<file path="src/pkg/dsb_cfg.svh">
`ifndef DSB_CFG_SVH
`define DSB_CFG_SVH
// Avalon register byte offsets
`define DSB_OFF_SETUP   6'h00
`define DSB_OFF_MADDR   6'h04
`define DSB_OFF_MCMD    6'h08
`define DSB_OFF_MSTAT   6'h0C
`define DSB_OFF_WDATA   6'h10
`define DSB_OFF_RDATA   6'h14
`define DSB_OFF_SLVREG  6'h18
// Field positions
`define DSB_SETUP_BURST 0
`define DSB_SETUP_MODE  1
`define DSB_MCMD_DIR    0
`define DSB_MCMD_DESC   1
`define DSB_MCMD_LEN_LO 2
`define DSB_MSTAT_BUSY  0
`define DSB_MSTAT_DONE  1
`define DSB_MSTAT_STOP  2
`define DSB_MSTAT_ERR   3
`define DSB_MSTAT_CNT   4
// Reset values and counts
`define DSB_RST_SETUP   1'h0
`define DSB_RST_WORD    32'h0000_0000
`define DSB_DESC_MAX    3'h3
`define DSB_BURST_MAX   3'h4
`define DSB_FIFO_DEPTH  8
`define DSB_ID_WORD     32'h1234_5678
`endif

</file>
<file path="src/pkg/dsb_pkg.sv">
package dsb_pkg;
   typedef enum logic [4:0] {
      M_IDLE = 5'b00001,
      M_ADDR = 5'b00010,
      M_DATA = 5'b00100,
      M_GAP  = 5'b01000,
      M_TURN = 5'b10000
   } dsb_mst_type;
   typedef enum logic [3:0] {
      S_IDLE = 4'b0001,
      S_WAIT = 4'b0010,
      S_DATA = 4'b0100,
      S_END  = 4'b1000
   } dsb_slv_type;
endpackage

</file>
<file path="src/hw/dsb_fifo.sv">
`timescale 1ns/100ps
module dsb_fifo #(
   parameter int WIDTH = 32,
   parameter int DEPTH = 8,
   parameter int AW    = $clog2(DEPTH)
) (
   // Clock and reset
   input  wire logic             sys_clk,
   input  wire logic             rstn,
   // Fill side
   input  wire logic             in_valid,
   output logic                  in_ready,
   input  wire logic [WIDTH-1:0] in_data,
   // Drain side
   output logic                  out_valid,
   input  wire logic             out_ready,
   output logic      [WIDTH-1:0] out_data
);
   logic [WIDTH-1:0] mem_q [DEPTH];
   logic [AW-1:0]    wr_q;
   logic [AW-1:0]    rd_q;
   logic [AW:0]      cnt_q;
   logic             push;
   logic             pop;

   assign in_ready  = (cnt_q != (AW+1)'(DEPTH));
   assign out_valid = (cnt_q != '0);
   assign out_data  = mem_q[rd_q];
   assign push      = in_valid && in_ready;
   assign pop       = out_valid && out_ready;

   always_ff @(posedge sys_clk) begin
      if (push) begin
         mem_q[wr_q] <= in_data;
      end
   end

   always_ff @(posedge sys_clk or negedge rstn) begin
      if (!rstn) begin
         wr_q  <= '0;
         rd_q  <= '0;
         cnt_q <= '0;
      end else begin
         if (push) wr_q <= (wr_q == AW'(DEPTH-1)) ? '0 : wr_q + 1'b1;
         if (pop)  rd_q <= (rd_q == AW'(DEPTH-1)) ? '0 : rd_q + 1'b1;
         cnt_q <= cnt_q + (AW+1)'(push) - (AW+1)'(pop);
      end
   end
endmodule

</file>
<file path="src/hw/dsb_top.sv">
// How it works
// [RQ1] Offers a 32-bit synchronous demultiplexed host bus as PCI alternative.
// [RQ2] Mode select pin: low means PCI, high means demultiplexed; tied.
// [RQ3] Handshakes follow PCI protocol; only address and command differ.
// [RQ4] No command nibble; a two-way write/read strobe gives direction.
// [RQ5] Separate address bus carries bits 31:2, driven by the master.
// [RQ6] Address valid from frame fall through address, turnaround, data.
// [RQ7] Write/read strobe valid from frame fall through the whole data phase.
// [RQ8] As master, drive only the first burst address; never advance it.
// [RQ9] Outside logic increments burst addresses; burst order bits unsupported.
// [RQ10] Burst enable allows up to four words, only in demultiplexed mode.
// [RQ11] Burst enable clear: every master transfer is one word.
// [RQ12] Burst enable set: descriptors up to three words, payload one word.
// [RQ13] Target stop ends the current master transaction even in bursts.
// [RQ14] Master read is strobe 0, write strobe 1; config select never used.
// [RQ15] Slave: config select low is register access, high config access.
// [RQ16] Outside glue meets timing, may stretch master cycles with ready.
//
// Our own choices: the register addresses and register access over Avalon-MM.
`timescale 1ns/100ps
`include "dsb_cfg.svh"
module dsb_top import dsb_pkg::*; #(
   parameter logic [31:0] ID_WORD  = `DSB_ID_WORD, // Arbitrary value
   parameter logic [25:0] SLV_BASE = 26'h0000000,
   parameter int          DEPTH    = `DSB_FIFO_DEPTH
) (
   // Clock and reset
   input  wire logic        sys_clk,
   input  wire logic        rstn,
   // Avalon-MM slave
   input  wire logic [5:0]  avs_address,
   input  wire logic        avs_read,
   input  wire logic        avs_write,
   input  wire logic [31:0] avs_writedata,
   output logic      [31:0] avs_readdata,
   output logic             avs_waitrequest,
   // Strap and arbitration
   input  wire logic        bus_mode_select,
   input  wire logic        idsel,
   input  wire logic        gnt_n,
   output logic             req_n,
   // Handshake pins
   input  wire logic        frame_n_i,
   output logic             frame_n_o,
   output logic             frame_n_oe,
   input  wire logic        irdy_n_i,
   output logic             irdy_n_o,
   output logic             irdy_n_oe,
   input  wire logic        trdy_n_i,
   output logic             trdy_n_o,
   output logic             trdy_n_oe,
   input  wire logic        stop_n_i,
   output logic             stop_n_o,
   output logic             stop_n_oe,
   input  wire logic        devsel_n_i,
   output logic             devsel_n_o,
   output logic             devsel_n_oe,
   // Address, strobe and data
   input  wire logic [29:0] addr_i,
   output logic      [29:0] addr_o,
   output logic             addr_oe,
   input  wire logic        wr_i,
   output logic             wr_o,
   output logic             wr_oe,
   input  wire logic [31:0] ad_i,
   output logic      [31:0] ad_o,
   output logic             ad_oe
);
   ////////////////////////////////////////////////////////////////////////
   // Pin synchronisers, two flops each
   localparam int SW = 1 + 1 + 1 + 1 + 1 + 1 + 1 + 30 + 1 + 32;
   logic [SW-1:0] sy1_q;
   logic [SW-1:0] sy2_q;
   logic          mode_s, idsel_s, gnt_n_s, frame_s, irdy_s, trdy_s, stop_s;
   logic [29:0]   addr_s;
   logic          wr_s;
   logic [31:0]   ad_s; // [RQ1]
   logic          frame_p_q;

   always_ff @(posedge sys_clk or negedge rstn) begin
      if (!rstn) begin
         sy1_q <= '1;
         sy2_q <= '1;
      end else begin
         sy1_q <= {bus_mode_select, idsel, gnt_n, frame_n_i, irdy_n_i,
                   trdy_n_i, stop_n_i, addr_i, wr_i, ad_i};
         sy2_q <= sy1_q;
      end
   end
   assign {mode_s, idsel_s, gnt_n_s, frame_s, irdy_s, trdy_s, stop_s,
           addr_s, wr_s, ad_s} = sy2_q;

   ////////////////////////////////////////////////////////////////////////
   // Avalon registers
   logic        burst_enable_bit_q;
   logic [29:0] maddr_q;
   logic        mdir_q, mdesc_q, start_q;
   logic [1:0]  mlen_q;
   logic [31:0] wbuf_q [4];
   logic [1:0]  widx_q;
   logic        done_q, stopd_q, err_q;
   logic [31:0] slv_reg_q;
   logic        acc, wr_acc, rd_acc;
   logic        f_out_valid, f_in_ready, f_pop, f_push;
   logic [31:0] f_out_data;
   dsb_mst_type mst_q;
   logic [2:0]  nwords_q, cnt_q;

   assign acc    = !avs_waitrequest && (avs_read || avs_write);
   assign wr_acc = acc && avs_write;
   assign rd_acc = acc && avs_read;
   assign f_pop  = rd_acc && avs_address == `DSB_OFF_RDATA && f_out_valid;

   // One wait state on every access, so readdata is always registered
   always_ff @(posedge sys_clk or negedge rstn) begin
      if (!rstn) begin
         avs_waitrequest <= 1'b1;
         avs_readdata    <= `DSB_RST_WORD;
      end else if (avs_waitrequest && (avs_read || avs_write)) begin
         avs_waitrequest <= 1'b0;
         avs_readdata    <= `DSB_RST_WORD;
         if (avs_read) begin
            case (avs_address)
               `DSB_OFF_SETUP:  avs_readdata <= {30'h0, mode_s,
                                                 burst_enable_bit_q};
               `DSB_OFF_MADDR:  avs_readdata <= {maddr_q, 2'h0};
               `DSB_OFF_MCMD:   avs_readdata <= {28'h0, mlen_q, mdesc_q,
                                                 mdir_q};
               `DSB_OFF_MSTAT:  avs_readdata <= {25'h0, cnt_q, err_q,
                                                 stopd_q, done_q,
                                                 mst_q != M_IDLE};
               `DSB_OFF_RDATA:  avs_readdata <= f_out_valid ? f_out_data
                                                            : 32'h0;
               `DSB_OFF_SLVREG: avs_readdata <= slv_reg_q;
               default:         avs_readdata <= `DSB_RST_WORD;
            endcase
         end
      end else begin
         avs_waitrequest <= 1'b1;
      end
   end

   always_ff @(posedge sys_clk or negedge rstn) begin
      if (!rstn) begin
         burst_enable_bit_q <= `DSB_RST_SETUP;
         maddr_q            <= 30'h0;
         {mlen_q, mdesc_q, mdir_q} <= 4'h0;
         widx_q             <= 2'h0;
      end else if (wr_acc) begin
         case (avs_address)
            `DSB_OFF_SETUP: burst_enable_bit_q <=
                               avs_writedata[`DSB_SETUP_BURST];
            `DSB_OFF_MADDR: maddr_q <= avs_writedata[31:2];
            `DSB_OFF_MCMD: if (mst_q == M_IDLE && mode_s) begin
               mdir_q  <= avs_writedata[`DSB_MCMD_DIR];
               mdesc_q <= avs_writedata[`DSB_MCMD_DESC];
               mlen_q  <= avs_writedata[`DSB_MCMD_LEN_LO +: 2];
               widx_q  <= 2'h0;
            end
            `DSB_OFF_WDATA: widx_q <= widx_q + 2'h1;
            default: ;
         endcase
      end
   end

   always_ff @(posedge sys_clk) begin
      if (wr_acc && avs_address == `DSB_OFF_WDATA) begin
         wbuf_q[widx_q] <= avs_writedata;
      end
   end

   // Command accepted only when idle and in demultiplexed mode
   always_ff @(posedge sys_clk or negedge rstn) begin
      if (!rstn) begin
         start_q <= 1'b0;
         err_q   <= 1'b0;
      end else begin
         start_q <= 1'b0;
         if (wr_acc && avs_address == `DSB_OFF_MCMD) begin
            if (mst_q == M_IDLE && mode_s) start_q <= 1'b1;  // [RQ2]
            else                           err_q   <= 1'b1;
         end else if (wr_acc && avs_address == `DSB_OFF_MSTAT) begin
            err_q <= 1'b0;
         end
      end
   end

   ////////////////////////////////////////////////////////////////////////
   // Read data buffer; a full buffer holds irdy off and stalls the bus
   dsb_fifo #(.WIDTH(32), .DEPTH(DEPTH)) u_fifo (
      .sys_clk   (sys_clk),
      .rstn      (rstn),
      .in_valid  (f_push),
      .in_ready  (f_in_ready),
      .in_data   (ad_s),
      .out_valid (f_out_valid),
      .out_ready (f_pop),
      .out_data  (f_out_data)
   );

   ////////////////////////////////////////////////////////////////////////
   // Master engine
   logic        ack, room;
   logic [2:0]  req_len;
   logic        slv_busy;

   assign ack     = mst_q == M_DATA && !irdy_n_o && (!trdy_s || !stop_s);
   assign f_push  = ack && !trdy_s && !mdir_q;
   assign req_len = {1'b0, mlen_q} + 3'h1;
   assign room    = mdir_q || f_in_ready;

   always_ff @(posedge sys_clk or negedge rstn) begin
      if (!rstn) begin
         mst_q     <= M_IDLE;
         nwords_q  <= 3'h1;
         cnt_q     <= 3'h0;
         req_n     <= 1'b1;
         frame_n_o <= 1'b1;
         frame_n_oe <= 1'b0;
         irdy_n_o  <= 1'b1;
         irdy_n_oe <= 1'b0;
         addr_o    <= 30'h0;
         addr_oe   <= 1'b0;
         wr_o      <= 1'b0;
         wr_oe     <= 1'b0;
         done_q    <= 1'b0;
         stopd_q   <= 1'b0;
      end else begin
         case (mst_q)
            M_IDLE: begin
               if (start_q) begin
                  done_q  <= 1'b0;
                  stopd_q <= 1'b0;
                  cnt_q   <= 3'h0;
                  req_n   <= 1'b0;
                  if (!(burst_enable_bit_q && mode_s))     // [RQ10]
                     nwords_q <= 3'h1;                     // [RQ11]
                  else if (!mdesc_q)
                     nwords_q <= 3'h1;                     // [RQ12]
                  else if (req_len > `DSB_DESC_MAX)
                     nwords_q <= `DSB_DESC_MAX;            // [RQ12]
                  else
                     nwords_q <= req_len;
               end
               if (!req_n && !gnt_n_s && frame_s && irdy_s && !slv_busy)
               begin
                  mst_q      <= M_ADDR;
                  req_n      <= 1'b1;
                  frame_n_o  <= 1'b0;                      // [RQ3]
                  frame_n_oe <= 1'b1;
                  addr_o     <= maddr_q;                   // [RQ5] [RQ6]
                  addr_oe    <= 1'b1;
                  wr_o       <= mdir_q;                    // [RQ4] [RQ14]
                  wr_oe      <= 1'b1;                      // [RQ7]
                  irdy_n_oe  <= 1'b1;
               end
            end
            M_ADDR: begin
               mst_q <= M_DATA;
               irdy_n_o <= !room;
               if (nwords_q == 3'h1 && room) frame_n_o <= 1'b1;
            end
            M_DATA: begin
               if (ack) begin
                  // Address is held, not advanced, for later words
                  if (!trdy_s) cnt_q <= cnt_q + 3'h1;      // [RQ8] [RQ9]
                  irdy_n_o <= 1'b1;
                  if (!stop_s || cnt_q + 3'h1 >= nwords_q) begin
                     frame_n_o <= 1'b1;                    // [RQ13]
                     stopd_q   <= !stop_s;
                     mst_q     <= M_TURN;
                  end else begin
                     mst_q <= M_GAP;
                  end
               end else begin
                  irdy_n_o <= !room;
                  if (room && cnt_q + 3'h1 >= nwords_q) frame_n_o <= 1'b1;
               end
            end
            M_GAP: begin
               // Ready is seen late; wait for its release before next word
               if (trdy_s) begin                           // [RQ16]
                  mst_q    <= M_DATA;
                  irdy_n_o <= !room;
                  if (room && cnt_q + 3'h1 >= nwords_q) frame_n_o <= 1'b1;
               end
            end
            M_TURN: begin
               mst_q      <= M_IDLE;
               done_q     <= 1'b1;
               frame_n_oe <= 1'b0;
               irdy_n_oe  <= 1'b0;
               addr_oe    <= 1'b0;
               wr_oe      <= 1'b0;
            end
            default: mst_q <= M_IDLE;
         endcase
      end
   end

   ////////////////////////////////////////////////////////////////////////
   // Slave target: one data phase, burst attempts disconnected with stop
   dsb_slv_type slv_q;
   logic        cfg_q, hit;
   logic [1:0]  sidx_q;

   assign slv_busy = slv_q != S_IDLE;
   assign hit = mode_s && frame_p_q && !frame_s && mst_q == M_IDLE &&
                (idsel_s || addr_s[29:4] == SLV_BASE);

   always_ff @(posedge sys_clk or negedge rstn) begin
      if (!rstn) begin
         slv_q       <= S_IDLE;
         frame_p_q   <= 1'b1;
         cfg_q       <= 1'b0;
         sidx_q      <= 2'h0;
         slv_reg_q   <= `DSB_RST_WORD;
         devsel_n_o  <= 1'b1;
         devsel_n_oe <= 1'b0;
         trdy_n_o    <= 1'b1;
         trdy_n_oe   <= 1'b0;
         stop_n_o    <= 1'b1;
         stop_n_oe   <= 1'b0;
         ad_o        <= 32'h0;
         ad_oe       <= 1'b0;
      end else begin
         frame_p_q <= frame_s;
         case (slv_q)
            S_IDLE: if (hit) begin
               slv_q       <= S_WAIT;
               cfg_q       <= idsel_s;                     // [RQ15]
               sidx_q      <= addr_s[1:0];
               devsel_n_o  <= 1'b0;
               devsel_n_oe <= 1'b1;
               trdy_n_oe   <= 1'b1;
               stop_n_oe   <= 1'b1;
            end
            S_WAIT: if (!irdy_s) begin
               slv_q    <= S_DATA;
               trdy_n_o <= 1'b0;
               stop_n_o <= frame_s;
               ad_oe    <= !wr_s;
               if (cfg_q) ad_o <= (sidx_q == 2'h0) ? ID_WORD : 32'h0;
               else if (sidx_q == 2'h0) ad_o <= slv_reg_q;
               else if (sidx_q == 2'h1)
                  ad_o <= {30'h0, mode_s, burst_enable_bit_q};
               else ad_o <= 32'h0;
               if (wr_s && !cfg_q && sidx_q == 2'h0) slv_reg_q <= ad_s;
            end
            S_DATA: begin
               slv_q       <= S_END;
               trdy_n_o    <= 1'b1;
               stop_n_o    <= 1'b1;
               devsel_n_o  <= 1'b1;
               ad_oe       <= 1'b0;
            end
            S_END: if (frame_s && irdy_s) begin
               slv_q       <= S_IDLE;
               devsel_n_oe <= 1'b0;
               trdy_n_oe   <= 1'b0;
               stop_n_oe   <= 1'b0;
            end
            default: slv_q <= S_IDLE;
         endcase
      end
   end
endmodule

</file>
<file path="config.mk">
export PLATFORM = sky130hd
export DESIGN_NAME = dsb_top
export DESIGN_NICKNAME = d
export VERILOG_FILES = /design/src/pkg/dsb_pkg.sv /design/src/hw/dsb_fifo.sv /design/src/hw/dsb_top.sv
export VERILOG_INCLUDE_DIRS = /design/src /design/src/pkg
export SDC_FILE = /design/constraint.sdc
export NUM_CORES = 1
export LEC_CHECK = 0
export BUFFER_PORTS_ARGS = -buffer_cell sky130_fd_sc_hd__clkbuf_2
export CAP_MARGIN = 20
export CORE_ASPECT_RATIO = 0.8
export CORE_MARGIN = 4
export CORE_UTILIZATION = 49
export DETAILED_ROUTE_END_ITERATION = 8
export PLACE_DENSITY = 0.7
export SYNTH_ARGS = -nofsm -noshare
export SYNTH_HDL_FRONTEND = slang
export SYNTH_HIERARCHICAL = 1
export SYNTH_SLANG_ARGS = --single-unit
export TNS_END_PERCENT = 50
</file>
<file path="constraint.sdc">
create_clock -name sys_clk -period 15.2 [get_ports sys_clk]
set_clock_uncertainty 0.1 [all_clocks]
set_input_delay 0.76 -clock sys_clk [delete_from_list [all_inputs] [get_ports sys_clk]]
set_output_delay 0.76 -clock sys_clk [all_outputs]
set_load 0.05 [all_outputs]
</file>
==> flow_summary_export.csv, run 1 <==
group,metric,value,unit
run_status,outcome,"complete, no violations",
logic_synthesis,ys_types,67,
sta,min_period,4110,ps
sta,worst_pin_slew,1040,ps
placement,routabilityCongestion,0.787,
logic_synthesis,syn_nets,1380,
logic_synthesis,yosysSeqAreaShare,73.4,%
drt,firstDrtPassIters,5,
setup_path,crit_family,"simple AND/OR/NAND/NOR gates",
setup_path,end_kind,"flip-flop",
logic_synthesis,synth_xor_area_share,0.118,%
logic_synthesis,synth-simple-area-share,5.03,%
setup_path,r2r_end,"u_fifo/mem_q[2][2]",
flow_run,maxCapViolCount,0,
clock_tree,htree_levels,2,
drt,drc,0,
setup_path,max_stage_delay,580,ps
logic_synthesis,ys_dominant_reg_cell,"edfxtp_1",
logic_synthesis,syn-cell-area,22300,sq um
logic_synthesis,yosys_register_bits,597,
sta,hold_viol,0,
grt,grt_max_degree,194,
logic_synthesis,muxShareOfSynthArea,14.5,%
setup_path,ff2ff_path_depth,8,
drt,ant_nets,0,
setup_path,cp_slowest_cell,"nor3_2",
sta,setup_viol,0,
setup_path,critPathRequiredTime,15350,ps
setup_path,rrSetupSlack,11090,ps
drt,viasPerCell,5.59,
logic_synthesis,synth_compound_area_share,4.35,%
hold_path,hold_class,"input pin to asynchronous set/reset pin",
sta,final.setup.tns,0,ps
die,start_util,50.0,%
clock_tree,clk_path_buf_depth,3,
clock_tree,clkLatencyLatePin,600,ps
sta,relSlewSlack,30.5,%
sta,fin_crit_sh,27.0,%
drt,drt_first_iter_violations,1083,
power,p_per_area,133,nW/um^2
die,die_x,247,microns
grt,overflow,0,
sta,rsz0062_at_grt,"false",
die,fp-row-count,69,
setup_path,criticalPathCategory,"flip-flop to flip-flop",
finish,layout_common_cells,"edfxtp_1 (256), clkbuf_2 (219), dfrtp_1 (192), dfstp_2 (147), mux2_2 (111)",
logic_synthesis,synth_top_family_by_area,"multiplexers",
setup_path,cp_max_fo,22,
placement,placed_cells,2035,
clock_tree,cts_made_buffers,57,
logic_synthesis,async_reset_ff_share,57.1,%
finish,synthToLayoutAreaGrowth,16.6,%
logic_synthesis,synth_fa_ha_area_share,0.874,%
placement,dp_hpwl,31800,microns
clock_tree,cts.sinks,597,
finish,utilization,58.3,%
grt,grtUsageTotal,21.0,%
power,vdd_drop_max,0.0970,mV
clock_tree,cts-root-buf,"clkbuf_16",
setup_path,cp-start-kind,"flip-flop",
drt,wl,51000,microns
setup_path,cp_cell_sequence,"or2_2 > nor3_2 > nand2_1 > nor3_1 > nand2_1 > nor3_2 > buf_6 > buf_4",
die,die_y,199,microns
clock_tree,clk_pin_slew,60,ps
die,ioPinCount,223,
setup_path,path_buf_inv,2,
die,dieArea,49100,sq um
finish,fillers,3375,
clock_tree,cts_setup_buffers,0,
logic_synthesis,synth_edf_count,256,
clock_tree,ctsResizeCount,0,
setup_path,reg2reg_from,"mst_q[4]",
drt,vias,12000,
finish,drive_above_1_share,45.8,%
finish,nets,1619,
clock_tree,cts_tree,"built",
finish,final_cells,2141,
drt,post_drt_wl_per_cell,23.8,microns
setup_path,cp.arrival,4260,ps
logic_synthesis,syn_avg_cell_area,17.8,sq um
sta,slew_violations,0,
finish,diodes,0,
grt,antenna_found_initial,0,
finish,final_common_cell,"edfxtp_1",
die,coreArea,44700,sq um
grt,grt_pass1_vias,12300,
logic_synthesis,syn_inst,1252,
power,power.leakage,10.8,nW
placement,portBuffers,219,
sta,max_freq,0.243,GHz
grt,grt_pass1_wl,77000,microns
logic_synthesis,ys_warn_count,6,
clock_tree,cts_hold_buf,0,
[worst register-to-register path: stages (launching register included)]
cell and delay, ps:
dfrtp_1 460, or2_2 350, nor3_2 490, nand2_1 220, nor3_1 530, nand2_1 420, nor3_2 590, buf_6 230
buf_4 360
[how the worst max path moves through the flow]
stage	from	cells after the start	slack (ps)	endpoint
3_5_place_dp	mst_q[4]	8	11130	u_fifo/mem_q[2][23]
5_1_grt	mst_q[4]	8	10850	u_fifo/mem_q[2][24]
6_report	mst_q[4]	8	11090	u_fifo/mem_q[2][2]
4_1_cts	mst_q[4]	8	11110	u_fifo/mem_q[2][2]
2_1_floorplan	mst_q[0]	7	9710	u_fifo/mem_q[0][0]
3_3_place_gp	mst_q[4]	7	10790	u_fifo/mem_q[2][7]
[stage by stage]
stage / cell area, sq um / power [W] / setup WS [ps] / hold slack (ps)
floorplan: 22300 / 0.00199 / 9710 / 245
global placement: 24100 / 0.00207 / 10790 / 245
detailed placement: 24100 / 0.00208 / 11130 / 247
CTS: 26100 / 0.00350 / 11110 / 74.1
global route: 26100 / 0.00358 / 10850 / 114
finish: 26100 / 0.00346 / 11090 / 78.3
[logic make-up (layout without fill, tap and decap cells)]
logic type,count (synthesis),after routing
DFF,597,597
and+or+nand+nor,222,222
muxes,212,212
AOI/OAI and AO/OA,127,127
buffers and inverters,76,362
adders and majority gates,15,15
xor gates and xnor gates,3,3
[sequential cells by signal (all words and copies together), names as in the netlist, 3 cells and up]
register      count
u_fifo/mem_q    256
nwords_q          3
avs_readdata     32
slv_reg_q        32
cnt_q             3
sy2_q            68
addr_o           30
mst_q             5
u_fifo/wr_q       3
maddr_q          30
u_fifo/cnt_q      4
ad_o             32
sy1_q            68
u_fifo/rd_q       3
slv_q             4
[metal layers]
layer | GRT usage (%) | up-vias | wire length [microns]
li1 | - | 5228 | -
met1 | 31.9 | 6269 | 23200
met2 | 31.3 | 395 | 23000
met3 | 4.85 | 70 | 3790
met4 | 4.98 | 0 | 1040
met5 | 0 | - | 0
[layout make-up]
class	count	area, sq um	share of cell area (%)
Clock buffer	80	1630	6.24
Sequential cell	597	16400	63.0
Multi-Input combinational cell	579	5600	21.5
Inverter	14	52.6	0.202
Tap cell	603	754	2.90
Timing Repair Buffer	242	1330	5.10
Clock inverter	26	278	1.07
[power breakdown]
group          leakage [nW]  internal, W  switching, W
combinational          3.32    0.0000933      0.000148
clock                 0.930     0.000830      0.000589
sequential             6.50      0.00175     0.0000513
total                  10.8      0.00267      0.000788
[Yosys cell counts (all sizes together) (3+ instances only)]
master  number  area, sq um
nor2        40          150
nor2b        3         18.8
nand3b       3         22.5
inv         14         52.6
nor3        38          200
a22o        46          403
nand3        9         50.1
mux2i        7         70.1
nand2b       8         50.1
edfxtp     256         7690
dfrtp      194         4850
a31oi        3         18.8
xor2         3         26.3
clkbuf      30          114
o21ai       16         80.1
nor4b        3         32.5
mux4        64         1470
nor4        14          124
and2         4         25.0
ha          14          175
mux2       141         1690
a21oi        8         40.0
a221o        5         50.1
nand2       83          314
and3         4         25.0
buf         32          225
a22oi       28          210
dfstp      147         3860
a21o         7         52.6
Power figures use the tool's default switching activity.
==> inputs of run 2 (changes only) <==
==> constraint.sdc (replaced) <==
create_clock -name sys_clk -period 3.83 [get_ports sys_clk]
set_clock_uncertainty 0.1 [all_clocks]
set_input_delay 0.1915 -clock sys_clk [delete_from_list [all_inputs] [get_ports sys_clk]]
set_output_delay 0.1915 -clock sys_clk [all_outputs]
set_load 0.05 [all_outputs]
==> run 2 against run 1 <==
Compared with the run above:
- power grew to 4.0 times the previous value
- register-to-register slack lost 11000 ps
- wire length increased by 3.5%
- first-iteration DRC count is 1.5% lower
- clock-buffer cell count fell by 6
- hold slack got worse by 14 ps
- via count grew 4.0%
- die area unchanged
- largest cell class unchanged
- worst setup slack got worse by 11000 ps
- flip-flop and latch count unchanged
==> flow_summary_export.csv, run 2 (synthesized netlist as in run 1, its figures left out) <==
group,metric,value,unit
sta,hold_viol,0,
power,finalPower,0.0140,W
grt,grtUsageTotal,21.9,%
finish,largest_register_ffs,256,
die,ioPinCount,223,
drt,firstDrtPassIters,5,
grt,grt_pass1_vias,12900,
finish,drive_above_1_share,43.1,%
clock_tree,htree_levels,2,
die,die_y,199,microns
finish,fillers,3221,
die,die_x,247,microns
sta,rsz0062_at_grt,"false",
finish,top_regs,"u_fifo/mem_q: 256 flops, sy1_q: 68 flops, sy2_q: 68 flops",
setup_path,max_stage_delay,470,ps
drt,viasPerCell,5.50,
power,p_per_area,511,nW/um^2
clock_tree,cts-root-buf,"clkbuf_16",
grt,grt_max_degree,99,
die,dieArea,49100,sq um
clock_tree,cts.sinks,597,
drt,post_drt_wl_per_cell,23.3,microns
sta,min_period,3370,ps
hold_path,hold_end,"avs_readdata[5]",
power,power.leakage,11.3,nW
setup_path,cp_cell_sequence,"or2_2 > nor3_2 > buf_4 > nand2_1 > nor3_1 > nand3_1 > nor3_2 > buf_4",
die,start_util,50.0,%
finish,seq_area,16400,sq um
setup_path,cp_max_fo,21,
setup_path,criticalPathCategory,"flip-flop to flip-flop",
finish,final_common_cell,"edfxtp_1",
setup_path,cp-start-kind,"flip-flop",
setup_path,r2r_end,"u_fifo/mem_q[1][2]",
setup_path,end_kind,"flip-flop",
grt,overflow,0,
drt,drt_first_iter_violations,1067,
placement,routabilityCongestion,0.840,
setup_path,critPathRequiredTime,3990,ps
clock_tree,clk_path_buf_depth,3,
sta,final.setup.tns,0,ps
setup_path,cp.arrival,3520,ps
sta,worst_pin_slew,969,ps
clock_tree,cts_made_buffers,56,
setup_path,ff2ff_path_depth,8,
drt,ant_nets,0,
grt,antenna_found_initial,2,
hold_path,worstHoldStart,"avs_address[5]",
power,vdd_drop_max,0.302,mV
finish,multi_input_area,5630,sq um
setup_path,critPathLaunch,"mst_q[4]",
sta,setup_slack,461,ps
clock_tree,clk_pin_slew,70,ps
sta,max_freq,0.297,GHz
finish,synthToLayoutAreaGrowth,22.6,%
drt,wl,52800,microns
setup_path,reg2reg_from,"mst_q[4]",
sta,fin_crit_sh,88.0,%
sta,setup_viol,0,
placement,pre_cts_ws,586,ps
die,coreArea,44700,sq um
run_status,outcome,"complete, no violations",
die,fp-row-count,69,
finish,nets,1738,
drt,drc,0,
flow_run,maxCapViolCount,0,
clock_tree,cts_tree,"built",
setup_path,cp_slowest_cell,"dfrtp_1",
sta,slew_violations,0,
hold_path,hold_depth,5,
clock_tree,clkLatencyLatePin,610,ps
placement,portBuffers,219,
sta,relSlewSlack,35.2,%
finish,layout_common_cells,"edfxtp_1 (256), clkbuf_2 (218), dfrtp_1 (192), dfstp_2 (147), mux2_2 (111)",
finish,top_register,"u_fifo/mem_q",
setup_path,rrSetupSlack,460,ps
placement,dp_hpwl,33000,microns
drt,vias,12400,
hold_path,hold_class,"input pin to flip-flop",
grt,grt_pass1_wl,80700,microns
-- run 2: repair_timing --
| item | 4_1_cts | 5_1_grt |
|---|---|---|
| setup buffers | 0 | 0 |
| hold buffers | 109 | 0 |
| resized for setup | 0 | 0 |
| endpoints found under the hold margin | 210 | 0 |
-- run 2: how the worst max path moves through the flow --
| stage | slack (ps) | to | depth (start not counted) |
|---|---|---|---|
| floorplan | -820 | u_fifo/mem_q[2][0] | 7 |
| global placement | 640 | u_fifo/mem_q[1][24] | 8 |
| detailed placement | 590 | u_fifo/mem_q[1][10] | 8 |
| CTS | 530 | mlen_q[1] | 9 |
| global route | 330 | u_fifo/mem_q[1][10] | 8 |
| finish | 460 | u_fifo/mem_q[1][2] | 8 |
-- run 2: report_power, final --
group          total, W  switching [W]  internal [W]
registers       0.00715       0.000200       0.00695
logic           0.00108       0.000629      0.000453
clock network   0.00577        0.00239       0.00338
total            0.0140        0.00322        0.0108
-- run 2: area by class of cell --
type	count	area share [%]
Antenna cell	2	0.0183
Inverter	14	0.192
Clock inverter	32	1.23
Sequential cell	597	59.9
Clock buffer	74	5.89
Tap cell	603	2.75
Timing Repair Buffer	362	9.50
Multi-Input combinational cell	579	20.5
-- run 2: layer usage --
layer	vias to the layer above	part of all wire (%)	global-route usage, %
li1	5477	-	-
met1	6459	45	32.6
met2	436	46	33.1
met3	69	7.4	4.80
met4	0	2.1	6.01
met5	-	0	0
-- run 2: through the flow --
stage / cell area (sq um) / hold slack (ps) / utilization [%] / std cells
after floorplan: 22400 / -204 / - / 1252
after global placement: 24400 / 179 / 54.5 / 2046
after detailed placement: 24400 / 180 / 54.5 / 2046
after CTS: 27400 / 22.2 / 61.3 / 2261
after global routing: 27400 / 58.9 / 61.3 / 2263
final: 27400 / 63.9 / 61.3 / 2263
-- run 2: critical path: cells and delay by family, from the launching register on --
kind / cells / cell delay (ps)
buffers and inverters: 2 / 590
and+or+nand+nor: 6 / 1830
DFF: 1 / 470
==> inputs of run 3 (changes only) <==
--- a/config.mk
+++ b/config.mk
@@ -11,6 +11,7 @@
 export CORE_ASPECT_RATIO = 0.8
 export CORE_MARGIN = 4
 export CORE_UTILIZATION = 49
+export CTS_BUF_LIST = sky130_fd_sc_hd__clkbuf_8
 export DETAILED_ROUTE_END_ITERATION = 8
 export PLACE_DENSITY = 0.7
 export SYNTH_ARGS = -nofsm -noshare
==> run 3 against run 2 <==
Compared with the run above:
- register-to-register slack worse by 20 ps
- critical path depth unchanged
- clock power down 13%
- non-clock buffer count up 2
- final area down 0.66%
- sequential power about the same
- largest cell class unchanged
- clock-buffer cell count up 33
- worst setup slack worse by 20 ps
- global-route usage up 0.27 points
==> flow_summary_export.csv, run 3 (synthesized netlist as in run 1, its figures left out) <==
group,metric,value,unit
run_status,outcome,"complete, no violations",
sta,fin_crit_sh,88.5,%
setup_path,cp_max_fo,21,
setup_path,criticalPathCategory,"flip-flop to flip-flop",
sta,setup_viol,0,
drt,drt_first_iter_violations,1008,
die,fp-row-count,69,
power,p_seq_share,54.1,%
clock_tree,cts_made_buffers,91,
clock_tree,htree_levels,3,
finish,top_regs,"u_fifo/mem_q: 256 flops, sy1_q: 68 flops, sy2_q: 68 flops",
finish,nets,1775,
placement,placed_cells,2046,
setup_path,end_kind,"flip-flop",
setup_path,crit_family,"simple AND/OR/NAND/NOR gates",
finish,top_register,"u_fifo/mem_q",
grt,overflow,0,
placement,routabilityCongestion,0.840,
finish,largest_register_ffs,256,
setup_path,rrSetupSlack,440,ps
sta,rsz0062_at_grt,"false",
drt,vias,12700,
placement,dp_hpwl,33000,microns
setup_path,ff2ff_path_depth,8,
power,vdd_drop_max,0.258,mV
power,p_sw_share,24.3,%
sta,hold_viol,0,
grt,grt_max_degree,99,
setup_path,max_stage_delay,470,ps
grt,antenna_found_initial,1,
clock_tree,cts-root-buf,"clkbuf_8",
drt,firstDrtPassIters,5,
hold_path,hold_depth,2,
setup_path,cp_slowest_cell,"dfrtp_1",
clock_tree,ctsResizeCount,0,
finish,layout_common_cells,"edfxtp_1 (256), clkbuf_2 (218), dfrtp_1 (192), dfstp_2 (147)",
finish,drive_above_1_share,43.1,%
power,p_int,0.0100,W
clock_tree,clkLatencyLatePin,660,ps
setup_path,path_buf_inv,2,
clock_tree,clk_path_buf_depth,3,
sta,fin_hold_ws,64.4,ps
setup_path,path_depth,8,
die,coreArea,44700,sq um
grt,grtUsageTotal,22.2,%
die,die_x,247,microns
sta,slew_violations,0,
finish,synthToLayoutAreaGrowth,21.8,%
sta,relSlewSlack,34.3,%
clock_tree,cts_setup_buffers,0,
power,p_per_area,486,nW/um^2
clock_tree,cts.sinks,597,
drt,ant_nets,0,
sta,final.setup.tns,0,ps
die,die_y,199,microns
drt,drc,0,
placement,portBuffers,219,
finish,final_cells,2326,
sta,min_period,3390,ps
sta,worst_pin_slew,981,ps
die,start_util,50.0,%
clock_tree,cts_tree,"built",
grt,grt_pass1_wl,81400,microns
setup_path,cp.arrival,3590,ps
drt,viasPerCell,5.45,
setup_path,cp-start-kind,"flip-flop",
sta,max_freq,0.295,GHz
drt,post_drt_wl_per_cell,22.9,microns
grt,grt_pass1_vias,13200,
die,dieArea,49100,sq um
setup_path,critPathRequiredTime,4030,ps
power,comb_power_share,8.2,%
clock_tree,cts_hold_buf,111,
drt,wl,53300,microns
power,power.leakage,11.4,nW
clock_tree,clk_pin_slew,60,ps
setup_path,cp_cell_sequence,"or2_2 > nor3_2 > buf_4 > nand2_1 > nor3_1 > nand3_1 > nor3_2 > buf_4",
hold_path,hold_class,"input pin to flip-flop",
flow_run,maxCapViolCount,0,
power,pwr-share-clk,37.8,%
finish,final_common_cell,"edfxtp_1",
die,ioPinCount,223,
power,p_sw,0.00322,W
run 3: changes by cell type in the layout (fill, tap and decap cells not counted), sizes merged:
cell         delta
bufinv          -5
dlygate4sd3     +2
clkinv          -3
inv            +37
diode           -1
clkbuf         +33
run 3: power groups by stage:
stage	Clock (W)	Combinational (W)	Sequential, W
detailed placement	0	0.000996	0.00727
global placement	0	0.000978	0.00725
global route	0.00546	0.00116	0.00718
CTS	0.00514	0.00109	0.00715
floorplan	0	0.000510	0.00739
finish	0.00500	0.00108	0.00715
run 3: path summary, 6_finish.rpt:
check / startpoint / endpoint
min reg2reg: sy1_q[49] / sy2_q[49]
min in group asynchronous: rstn / ad_o[8]
max reg2reg: mst_q[4] / u_fifo/mem_q[1][28]
max in group asynchronous: rstn / trdy_n_o
max: mst_q[4] / u_fifo/mem_q[1][28]
min: addr_i[10] / sy1_q[43]
run 3: area by class of cell:
type | count | area (sq um)
multi-input cells | 579 | 5630
clock inverters | 61 | 280
clock buffers | 107 | 1470
inverters | 14 | 52.6
flip-flops and latches | 597 | 16400
diodes | 1 | 2.50
repair buffers | 364 | 2620
fillers | 3282 | 17500
well taps | 603 | 754
run 3: per-stage QoR:
stage          worst slack, ps  util [%]  total power [W]  instance area (sq um)
2_1_floorplan             -819         -          0.00790                  22400
3_3_place_gp               639      54.5          0.00823                  24400
3_5_place_dp               586      54.5          0.00826                  24400
4_1_cts                    544      60.9           0.0134                  27200
5_1_grt                    299      60.9           0.0138                  27200
6_report                   441      60.9           0.0132                  27200
run 3: per-layer routing:
| metal | part of all wire, % | wire length [microns] | GRT usage, % |
|---|---|---|---|
| met4 | 2.5 | 1320 | 6.57 |
| met3 | 7.9 | 4210 | 6.00 |
| met1 | 44 | 23600 | 32.1 |
| met2 | 45 | 24200 | 33.4 |
| met5 | 0 | 0 | 0 |
